$ cat src/verilog/dku_access_regs.vh
/*
 * register map, field positions, reset values and key signatures of the
 * key protected access layer of the single wire debug link.
 * assumes: included by the access layer module and its testbench.
 */
`ifndef DKU_ACCESS_REGS_VH
`define DKU_ACCESS_REGS_VH

// control and status space offsets
`define DKU_REG_REV_STAT 4'h0
`define DKU_REG_ERR_STAT 4'h1
`define DKU_REG_CTRL_A 4'h2
`define DKU_REG_CTRL_B 4'h3
`define DKU_REG_KEY_STAT 4'h7
`define DKU_REG_RST_REQ 4'h8
`define DKU_REG_CLK_SEL 4'h9
`define DKU_REG_SYS_CTRL 4'ha
`define DKU_REG_SYS_STAT 4'hb
`define DKU_REG_CRC_STAT 4'hc

// revision code is arbitrary
`define DKU_LINK_REVISION 4'h3

// field positions
`define DKU_KEY_ROW_BIT 5
`define DKU_KEY_PROG_BIT 4
`define DKU_KEY_ERASE_BIT 3
`define DKU_LINK_CONTROL_B_DISABLE_BIT 2
`define DKU_SYSCTL_KEEP_BIT 0
`define DKU_SYSCTL_COPY_BIT 1
`define DKU_SST_RSTSYS_BIT 5
`define DKU_SST_SLEEP_BIT 4
`define DKU_SST_PROG_BIT 3
`define DKU_SST_ROW_BIT 2
`define DKU_SST_LOCK_BIT 0

// writable field masks and reset values
`define DKU_LINK_CONTROL_A_MASK 8'hbf
`define DKU_LINK_CONTROL_B_MASK 8'h1c
`define DKU_CLKSEL_MASK 8'h03
`define DKU_LINK_CONTROL_A_RESET 8'h00
`define DKU_LINK_CONTROL_B_RESET 8'h00
`define DKU_CLKSEL_RESET 8'h02
`define DKU_SYSCTL_RESET 1'b1

// reset request signature and key signatures, least significant byte first
`define DKU_RESET_SIGNATURE 8'h59
`define DKU_ERASE_KEY 64'h4e564d4572617365
`define DKU_PROG_KEY 64'h4e564d50726f6720
`define DKU_ROW_KEY 64'h4e564d5573267465

// staging window for the user row, one page
`define DKU_ROW_BYTES 32
`define DKU_ROW_LAST 5'h1f
`define DKU_RAM_BASE_HI 11'h000

`endif
$ cat src/verilog/dku_access.v
/*
 * key protected access layer of the single wire debug link: key intake,
 * control and status space registers, system reset request, erase,
 * programming and user row staging control, sync edge event, sleep status.
 * assumes: the link front end drives its request strobes and data as
 * levels that stand across one rising edge of link_clk_in; all other
 * inputs come from system logic on sys_clk_in.
 */
`timescale 1ns/10ps
`default_nettype none
`include "dku_access_regs.vh"

module dku_access (
    input wire sys_clk_in,
    input wire nrst_in,
    input wire link_clk_in,
    input wire link_rxd_in,
    input wire link_reset_in,
    input wire sync_active_in,
    input wire cs_wr_in,
    input wire cs_rd_in,
    input wire [3:0] cs_addr_in,
    input wire [7:0] cs_wdata_in,
    input wire key_valid_in,
    input wire key_first_in,
    input wire [7:0] key_byte_in,
    input wire bus_wr_in,
    input wire bus_rd_in,
    input wire [15:0] bus_addr_in,
    input wire [7:0] bus_wdata_in,
    input wire lock_bits_in,
    input wire erase_done_in,
    input wire prog_done_in,
    input wire [1:0] sleep_mode_in,
    input wire cpu_clk_off_in,
    input wire [2:0] crc_status_in,
    input wire [1:0] bod_fuse_level_in,
    output reg [7:0] cs_rdata_out,
    output reg sync_event_out,
    output wire sys_reset_out,
    output wire keep_clock_out,
    output wire erase_req_out,
    output reg bod_force_out,
    output reg [1:0] bod_level_out,
    output wire nvm_prog_en_out,
    output wire row_prog_en_out,
    output reg sys_wr_out,
    output reg sys_rd_out,
    output reg [15:0] sys_addr_out,
    output reg [7:0] sys_wdata_out,
    output reg bus_refused_out,
    output reg row_wr_out,
    output reg [4:0] row_addr_out,
    output reg [7:0] row_data_out,
    output wire [7:0] link_ctrl_a_out,
    output wire [2:0] link_ctrl_b_out,
    output wire [1:0] link_clk_sel_out
);

    localparam LW = 46;
    localparam ST_IDLE = 2'b01;
    localparam ST_COPY = 2'b10;

    // true when the address falls in the user row staging window
    function row_hit;
        input [15:0] addr;
        begin
            row_hit = (addr[15:5] == `DKU_RAM_BASE_HI);
        end
    endfunction

    // every link signal goes through the same two stages so that data
    // and strobes stay aligned with the sampled link clock
    wire [LW-1:0] lk_raw;
    reg [LW-1:0] lk_meta_q;
    reg [LW-1:0] lk_s_q;
    assign lk_raw = {link_clk_in, link_rxd_in, link_reset_in, sync_active_in,
                     cs_wr_in, cs_rd_in, cs_addr_in, cs_wdata_in, key_valid_in,
                     key_first_in, key_byte_in, bus_wr_in, bus_rd_in, bus_addr_in};

    wire s_lclk = lk_s_q[45];
    wire s_rxd = lk_s_q[44];
    wire s_lrst = lk_s_q[43];
    wire s_sync = lk_s_q[42];
    wire s_cs_wr = lk_s_q[41];
    wire s_cs_rd = lk_s_q[40];
    wire [3:0] s_addr = lk_s_q[39:36];
    wire [7:0] s_wdata = lk_s_q[35:28];
    wire s_kval = lk_s_q[27];
    wire s_kfirst = lk_s_q[26];
    wire [7:0] s_kbyte = lk_s_q[25:18];
    wire s_bwr = lk_s_q[17];
    wire s_brd = lk_s_q[16];
    wire [15:0] s_baddr = lk_s_q[15:0];

    reg [7:0] bus_wd_meta_q;
    reg [7:0] bus_wd_s_q;
    reg lclk_prev_q;
    reg rxd_prev_q;
    reg [63:0] key_sr_q;
    reg [2:0] key_cnt_q;
    reg erase_key_q;
    reg prog_key_q;
    reg row_key_q;
    reg rst_req_q;
    reg erasing_q;
    reg prog_ready_q;
    reg row_ready_q;
    reg [7:0] ctrl_a_q;
    reg [7:0] ctrl_b_q;
    reg [7:0] clk_sel_q;
    reg keep_clk_q;
    reg [1:0] state_q;
    reg [4:0] copy_idx_q;
    reg [7:0] stage_q [0:`DKU_ROW_BYTES-1];
    reg [7:0] rd_val;
    integer i;

    wire lclk_rise = s_lclk & ~lclk_prev_q;
    wire cs_wr_take = lclk_rise & s_cs_wr;
    wire cs_rd_take = lclk_rise & s_cs_rd;
    wire key_take = lclk_rise & s_kval;
    wire bwr_take = lclk_rise & s_bwr;
    wire brd_take = lclk_rise & s_brd;
    wire link_rst = s_lrst | ctrl_b_q[`DKU_LINK_CONTROL_B_DISABLE_BIT];
    wire [63:0] key_word = {s_kbyte, key_sr_q[63:8]};
    wire key_last = key_take & (s_kfirst ? 1'b0 : (key_cnt_q == 3'h7));
    wire rst_write = cs_wr_take & (s_addr == `DKU_REG_RST_REQ);
    wire rst_next = (s_wdata == `DKU_RESET_SIGNATURE);
    wire rst_release = rst_write & rst_req_q & ~rst_next;
    wire sleeping = (sleep_mode_in != 2'b00);
    wire clk_blocked = cpu_clk_off_in & ~keep_clk_q;
    wire bus_open = ~lock_bits_in & ~clk_blocked & ~row_ready_q;
    wire copy_trig = cs_wr_take & (s_addr == `DKU_REG_SYS_CTRL)
                     & s_wdata[`DKU_SYSCTL_COPY_BIT] & row_ready_q;
    wire copy_end = state_q[1] & (copy_idx_q == `DKU_ROW_LAST);

    assign sys_reset_out = rst_req_q;
    assign keep_clock_out = keep_clk_q;
    assign erase_req_out = erasing_q;
    assign nvm_prog_en_out = prog_key_q & ~lock_bits_in & prog_ready_q;
    assign row_prog_en_out = row_key_q & lock_bits_in & row_ready_q;
    assign link_ctrl_a_out = ctrl_a_q;
    assign link_ctrl_b_out = ctrl_b_q[4:2];
    assign link_clk_sel_out = clk_sel_q[1:0];

    always @(posedge sys_clk_in or negedge nrst_in)
    begin
        if (!nrst_in)
        begin
            lk_meta_q <= {LW{1'b0}};
            lk_s_q <= {LW{1'b0}};
            bus_wd_meta_q <= 8'h00;
            bus_wd_s_q <= 8'h00;
            lclk_prev_q <= 1'b0;
            rxd_prev_q <= 1'b0;
            sync_event_out <= 1'b0;
        end
        else
        begin
            lk_meta_q <= lk_raw;
            lk_s_q <= lk_meta_q;
            bus_wd_meta_q <= bus_wdata_in;
            bus_wd_s_q <= bus_wd_meta_q;
            lclk_prev_q <= s_lclk;
            rxd_prev_q <= s_rxd;
            // no enable exists for this event on purpose
            sync_event_out <= s_sync & s_rxd & ~rxd_prev_q;
        end
    end

    // key intake and key flags; link reset wins over any key set
    always @(posedge sys_clk_in or negedge nrst_in)
    begin
        if (!nrst_in)
        begin
            key_sr_q <= 64'h0000000000000000;
            key_cnt_q <= 3'h0;
            erase_key_q <= 1'b0;
            prog_key_q <= 1'b0;
            row_key_q <= 1'b0;
        end
        else if (link_rst)
        begin
            key_cnt_q <= 3'h0;
            erase_key_q <= 1'b0;
            prog_key_q <= 1'b0;
            row_key_q <= 1'b0;
        end
        else
        begin
            if (key_take)
            begin
                key_sr_q <= key_word;
                key_cnt_q <= s_kfirst ? 3'h1 : key_cnt_q + 3'h1;
            end
            if (erase_done_in)
                erase_key_q <= 1'b0;
            if (prog_done_in)
                prog_key_q <= 1'b0;
            if (cs_wr_take && (s_addr == `DKU_REG_KEY_STAT) && s_wdata[`DKU_KEY_ROW_BIT])
                row_key_q <= 1'b0;
            // sets come last so a clear in the same cycle loses;
            // a mismatch touches no flag and erase leaves prog alone
            if (key_last && key_word == `DKU_ERASE_KEY)
                erase_key_q <= 1'b1;
            if (key_last && key_word == `DKU_PROG_KEY)
                prog_key_q <= 1'b1;
            if (key_last && key_word == `DKU_ROW_KEY)
                row_key_q <= 1'b1;
        end
    end

    // control registers; only the link front end can reach them
    always @(posedge sys_clk_in or negedge nrst_in)
    begin
        if (!nrst_in)
        begin
            rst_req_q <= 1'b0;
            ctrl_a_q <= `DKU_LINK_CONTROL_A_RESET;
            ctrl_b_q <= `DKU_LINK_CONTROL_B_RESET;
            clk_sel_q <= `DKU_CLKSEL_RESET;
            keep_clk_q <= `DKU_SYSCTL_RESET;
        end
        else
        begin
            if (rst_write)
                rst_req_q <= rst_next;
            if (cs_wr_take && s_addr == `DKU_REG_CTRL_A)
                ctrl_a_q <= s_wdata & `DKU_LINK_CONTROL_A_MASK;
            else if (link_rst)
                ctrl_a_q <= `DKU_LINK_CONTROL_A_RESET;
            if (cs_wr_take && s_addr == `DKU_REG_CTRL_B)
                ctrl_b_q <= s_wdata & `DKU_LINK_CONTROL_B_MASK;
            if (cs_wr_take && s_addr == `DKU_REG_CLK_SEL)
                clk_sel_q <= s_wdata & `DKU_CLKSEL_MASK;
            if (cs_wr_take && s_addr == `DKU_REG_SYS_CTRL)
                keep_clk_q <= s_wdata[`DKU_SYSCTL_KEEP_BIT];
        end
    end

    // sequences start when the debugger releases the system reset
    always @(posedge sys_clk_in or negedge nrst_in)
    begin
        if (!nrst_in)
        begin
            erasing_q <= 1'b0;
            prog_ready_q <= 1'b0;
            row_ready_q <= 1'b0;
            bod_force_out <= 1'b0;
            bod_level_out <= 2'b00;
        end
        else
        begin
            if (erase_done_in)
                erasing_q <= 1'b0;
            if (rst_release && erase_key_q)
                erasing_q <= 1'b1;
            bod_force_out <= erasing_q;
            bod_level_out <= bod_fuse_level_in;
            if (!prog_key_q)
                prog_ready_q <= 1'b0;
            if (rst_release && prog_key_q && !lock_bits_in)
                prog_ready_q <= 1'b1;
            if (!row_key_q || copy_end)
                row_ready_q <= 1'b0;
            if (rst_release && row_key_q && lock_bits_in)
                row_ready_q <= 1'b1;
        end
    end

    // system bus gate and user row staging
    always @(posedge sys_clk_in or negedge nrst_in)
    begin
        if (!nrst_in)
        begin
            sys_wr_out <= 1'b0;
            sys_rd_out <= 1'b0;
            sys_addr_out <= 16'h0000;
            sys_wdata_out <= 8'h00;
            bus_refused_out <= 1'b0;
            for (i = 0; i < `DKU_ROW_BYTES; i = i + 1)
                stage_q[i] <= 8'h00;
        end
        else
        begin
            sys_wr_out <= bwr_take & bus_open;
            sys_rd_out <= brd_take & bus_open;
            if ((bwr_take || brd_take) && bus_open)
            begin
                sys_addr_out <= s_baddr;
                sys_wdata_out <= bus_wd_s_q;
            end
            // staged writes count as accepted; reads in row mode never are
            bus_refused_out <= (brd_take & ~bus_open)
                             | (bwr_take & ~bus_open & ~(row_prog_en_out & row_hit(s_baddr)));
            if (bwr_take && row_prog_en_out && row_hit(s_baddr) && state_q[0])
                stage_q[s_baddr[4:0]] <= bus_wd_s_q;
        end
    end

    // copy of the staged page into the user row
    always @(posedge sys_clk_in or negedge nrst_in)
    begin
        if (!nrst_in)
        begin
            state_q <= ST_IDLE;
            copy_idx_q <= 5'h00;
            row_wr_out <= 1'b0;
            row_addr_out <= 5'h00;
            row_data_out <= 8'h00;
        end
        else
        begin
            row_wr_out <= 1'b0;
            case (state_q)
                ST_IDLE:
                begin
                    copy_idx_q <= 5'h00;
                    if (copy_trig)
                        state_q <= ST_COPY;
                end
                ST_COPY:
                begin
                    row_wr_out <= 1'b1;
                    row_addr_out <= copy_idx_q;
                    row_data_out <= stage_q[copy_idx_q];
                    copy_idx_q <= copy_idx_q + 5'h01;
                    if (copy_end)
                        state_q <= ST_IDLE;
                end
                default:
                    state_q <= ST_IDLE;
            endcase
        end
    end

    // read mux; unmapped offsets read zero
    always @*
    begin
        rd_val = 8'h00;
        if (s_addr == `DKU_REG_REV_STAT)
            rd_val = {`DKU_LINK_REVISION, 4'h0};
        else if (s_addr == `DKU_REG_ERR_STAT)
            rd_val = 8'h00;
        else if (s_addr == `DKU_REG_CTRL_A)
            rd_val = ctrl_a_q;
        else if (s_addr == `DKU_REG_CTRL_B)
            rd_val = ctrl_b_q;
        else if (s_addr == `DKU_REG_KEY_STAT)
            rd_val = {2'b00, row_key_q, prog_key_q, erase_key_q, 3'b000};
        else if (s_addr == `DKU_REG_RST_REQ)
            rd_val = {7'h00, rst_req_q};
        else if (s_addr == `DKU_REG_CLK_SEL)
            rd_val = clk_sel_q;
        else if (s_addr == `DKU_REG_SYS_CTRL)
            rd_val = {7'h00, keep_clk_q};
        else if (s_addr == `DKU_REG_SYS_STAT)
            rd_val = {2'b00, rst_req_q, sleeping, prog_ready_q,
                      row_ready_q, 1'b0, lock_bits_in};
        else if (s_addr == `DKU_REG_CRC_STAT)
            rd_val = {5'h00, crc_status_in};
    end

    // the layer runs on sys_clk_in; keep_clock_out asks to hold it on only while the system control keep bit is set
    always @(posedge sys_clk_in or negedge nrst_in)
    begin
        if (!nrst_in)
            cs_rdata_out <= 8'h00;
        else if (cs_rd_take)
            cs_rdata_out <= rd_val;
    end

endmodule // dku_access

`default_nettype wire

$ cat config.mk
export PLATFORM = sky130hd
export DESIGN_NAME = dku_access
export DESIGN_NICKNAME = d
export VERILOG_FILES = /design/src/verilog/dku_access.v
export VERILOG_INCLUDE_DIRS = /design/src /design/src/verilog
export SDC_FILE = /design/constraint.sdc
export NUM_CORES = 1
export LEC_CHECK = 0
export BUFFER_PORTS_ARGS = -buffer_cell sky130_fd_sc_hd__buf_2
export CORE_UTILIZATION = 50
export DETAILED_ROUTE_END_ITERATION = 7
export GPL_TIMING_DRIVEN = 0
export PLACE_DENSITY = 0.67
export SYNTH_ARGS = -nofsm -noshare
export SYNTH_HDL_FRONTEND = slang
export SYNTH_SLANG_ARGS = --single-unit
$ cat constraint.sdc
create_clock -name sys_clk_in -period 2.19 [get_ports sys_clk_in]
set_input_delay 0.1095 -clock sys_clk_in [delete_from_list [all_inputs] [get_ports sys_clk_in]]
set_output_delay 0.1095 -clock sys_clk_in [all_outputs]
set_load 0.1 [all_outputs]
==> results.yml <==
outcome:
  outcome: "finished, violations left"
  failing_checks: "negative setup slack"
layout:
  final_area_mm2: 0.0263
  drive_gt1_share_pct: 45.2
  final_cell_count_no_fill: 2244
  final_layout_net_count: 1745
  flow.area_growth_from_synthesis_pct: 26.3
yosys:
  synth.largest_area_cell: "dfrtp_1"
  synth.most_common_cell: "dfrtp_1"
  synth.cells.most_frequent: "dfrtp_1 (501), mux2_2 (277), nand2_1 (66), mux4_2 (60), mux2_4 (56)"
  portion_of_the_post_synthesis_area_used_by_sequential_elements_pct: 60.5
  yosys-top-cells-area: "dfrtp_1 (60%), mux2_2 (15%), mux4_2 (6.5%)"
  postSynth.asyncResetShare_pct: 100
  post_synth_num_cell_types: 57
  ys_warn_count: 0
  netlist_area_mm2: 0.0208
  syn_area_per_cell_um2: 15.1
  synthFlopType: "dfrtp_1"
  synth-edff-count: 0
  synth_top_cell_area_share_pct: 60.2
  postSynthCellCount: 1380
  postSynthRegisterBits: 504
timing:
  setup_viol_count_final: 250
  tightestPinTransition_ns: 0.830
  fin_hold_ws_ns: 0.0270
  final_period_minus_worst_setup_slack_ns: 2.59
  drv_slew: 0
  fmax_mhz: 387
  final-hold-violation-count: 0
  fin_skew_ns: 0.0260
  max-slew-margin-rel_pct: 44.6
  worst_slack_ns: -0.397
  layout_worst_path_cycle_share_pct: 118
  grt_setup_unrepaired: "true"
power_and_ir_drop:
  internal_power_mw: 15.6
  total_leakage_power_nw: 12.3
  power.clock.fraction_pct: 41.4
  power.net_switching_mw: 5.64
  share_of_power_burned_in_registers_pct: 48.2
  peakVddDrop_uv: 825
  post-layout-total-power_mw: 21.2
  power_per_cell_area_mw_per_mm2: 805
  sw_frac_of_total_pct: 26.6
  power.share.combinational_pct: 10.4
detailed_routing:
  vias_per_instance: 5.70
  ant_nets: 0
  avgRoutedWirePerCell_um: 23.4
  firstDrtPassIters: 5
  drt-initial-drc-count: 771
  route.final.wire_length_mm: 52.6
  route.vias.total: 12791
  drc: 0
setup_path:
  required_ns: 2.67
  ordered_list_of_cells_on_the_worst_path: "or4_4, and4b_2, or3b_4, buf_12, nor2_8, mux2_4"
  critPathCaptureType: "flip-flop"
  cp_slowest_cell: "or4_4"
  timing.critical_path.from_type: "flip-flop"
  arrival_ns: 3.06
  peak_per_stage_delay_on_the_critical_path_ns: 0.54
  crit_path_max_fanout: 8
  worst-path-buf-inv: 1
  setup.worst_path.class: "flip-flop to flip-flop"
  timing.critical_path.max_delay_family: "simple AND/OR/NAND/NOR gates"
die:
  design.portCount: 138
  floorplan.die.width_um: 206
  die_area_mm2: 0.0425
  floorplan.rows: 74
  initial_core_utilization_pct: 50.9
  core_area_mm2: 0.0409
  fp.dieH_um: 206
clock_tree:
  tritoncts.num_buffers: 52
  clock_sink_count: 504
  clockBufferDepth: 3
  clock-root-buffer: "clkbuf_16"
  insertion_delay_ns: 0.61
  tritoncts_clock_tree: "yes"
  clkSlewWorstSetupHoldPaths_ns: 0.06
  cts_h_tree_depth: 2
min_path:
  hold_path.class: "input port to asynchronous set/reset pin"
global_route:
  first_pass_grt_wire_length_mm: 81.2
  grt_pass1_vias: 13560
  gr-total-overflow: 0
  grt_antenna_before_repair: 0
  global_route.usage.total_pct: 25.7
  grt_max_degree: 128
job:
  drv.max_cap_violation_count: 0
placed_design:
  placement.cell_area_mm2: 0.0224
  dp.final_hpwl_mm: 33.8
  dp_worst_setup_slack_ns: -1.12
  finalWeightedCongestion: 0.864
  dp_cells: 2052
  io_buffer_count: 135
-- path summary, 6_finish.rpt --
check,from,endpoint,slack (ns),depth (start not counted)
max,lk_s_q[13],stage_q[237],-0.40,6
min,nrst_in,rxd_prev_q,0.03,2
max reg2reg,lk_s_q[13],stage_q[237],-0.40,6
min reg2reg,lk_meta_q[23],lk_s_q[23],0.35,0
max in group asynchronous,nrst_in,key_sr_q[41],0.69,4
min in group sys_clk_in,crc_status_in[2],cs_rdata_out[2],0.04,5
-- placed cells by master, fill, tap and decap left out, types with 5 or more instances in the layout --
cell type      synthesis  final
o21ai_0               35     32
a31oi_1                5      5
nand2_2                0      7
mux2_4                56    192
nor2_4                 0     16
nor2_8                 8      8
buf_4                  2     21
or3_1                  6      6
inv_1                 17     17
clkbuf_16              0     56
mux2_1                16      8
a21oi_1               35     35
nor4bb_1               6      6
nand3_1               17      8
ha_1                   6      5
nor3_1                12     10
nor2b_1               20     19
nor2_1                25     23
nand2_1               66     59
dlygate4sd3_1          0     64
clkbuf_2               0      7
clkinv_2               0     10
dfrtp_1              501    500
nand4_1                7      7
nor4_1                 6      6
and3_1                 7      6
a22oi_2                0      6
clkbuf_8               0     13
buf_6                  0     13
buf_12                 1     23
buf_2                 14    136
nand3b_1               8      8
mux2i_1               19     15
mux2_2               277    149
clkbuf_1              52     45
mux4_2                60     60
buf_16                 0      6
nand3_4                0      6
-- per-layer routing --
layer  vias up  GRT usage [%]  part of all wire [%]
li1       5587              -                     -
met1      6720           34.5                    43
met2       372           40.8                    49
met3       112           5.44                   5.6
met4         0           10.4                   3.3
met5         -              0                     0
-- power by group through the flow --
stage / clock network [mW] / registers, mW / logic, mW
finish: 8.78 / 10.2 / 2.20
global route: 9.36 / 10.3 / 2.33
CTS: 8.98 / 10.2 / 2.21
detailed placement: 0 / 10.4 / 2.10
global placement: 0 / 10.4 / 2.05
floorplan: 0 / 11.2 / 0.549
-- stage by stage --
step	utilization (%)	setup TNS (ns)
6_report	64.3	-53.86
5_1_grt	64.3	-68.78
3_5_place_dp	54.6	-142.89
4_1_cts	63.2	-58.16
2_1_floorplan	-	-9.77
3_3_place_gp	54.3	-4599.03
-- cells by family after synthesis --
kind of cell / after synthesis / share of synthesized area (%)
compound gates: 112 / 3.22
fa+ha+maj: 6 / 0.360
buf+inv: 95 / 1.91
flops: 504 / 60.5
mux: 428 / 27.3
other cells: 1 / 0.0180
simple gates: 234 / 6.68
-- state kept, by name, summed over array words and instances (netlist names), 2 cells and up --
name and flops:
stage_q 256, key_sr_q 56, lk_meta_q 46, lk_s_q 46, sys_addr_out 16, bus_wd_meta_q 8
bus_wd_s_q 8, row_data_out 8, sys_wdata_out 8, cs_rdata_out 7, link_ctrl_a_out 7, copy_idx_q 5
row_addr_out 5, ctrl_b_q 3, key_cnt_q 3, bod_level_out 2, clk_sel_q 2, state_q 2
-- cell type report --
type | count | area (um^2)
Clock inverter | 16 | 174
Clock buffer | 77 | 1550
Antenna cell | 1 | 2.50
Multi-Input combinational cell | 782 | 8690
Buffer | 69 | 520
Timing Repair Buffer | 244 | 2040
Fill cell | 2929 | 14600
Tap cell | 532 | 666
Inverter | 19 | 71.3
Sequential cell | 504 | 12600
-- timing repair --
item,in CTS,in global routing
cloned,0,3
hold buffers,64,0
setup buffers,26,12
hold endpoints to repair,320,0
endpoints found under the setup margin,352,335
pin swaps,19,22
gates resized for setup,220,71
Power figures use the tool's default switching activity.
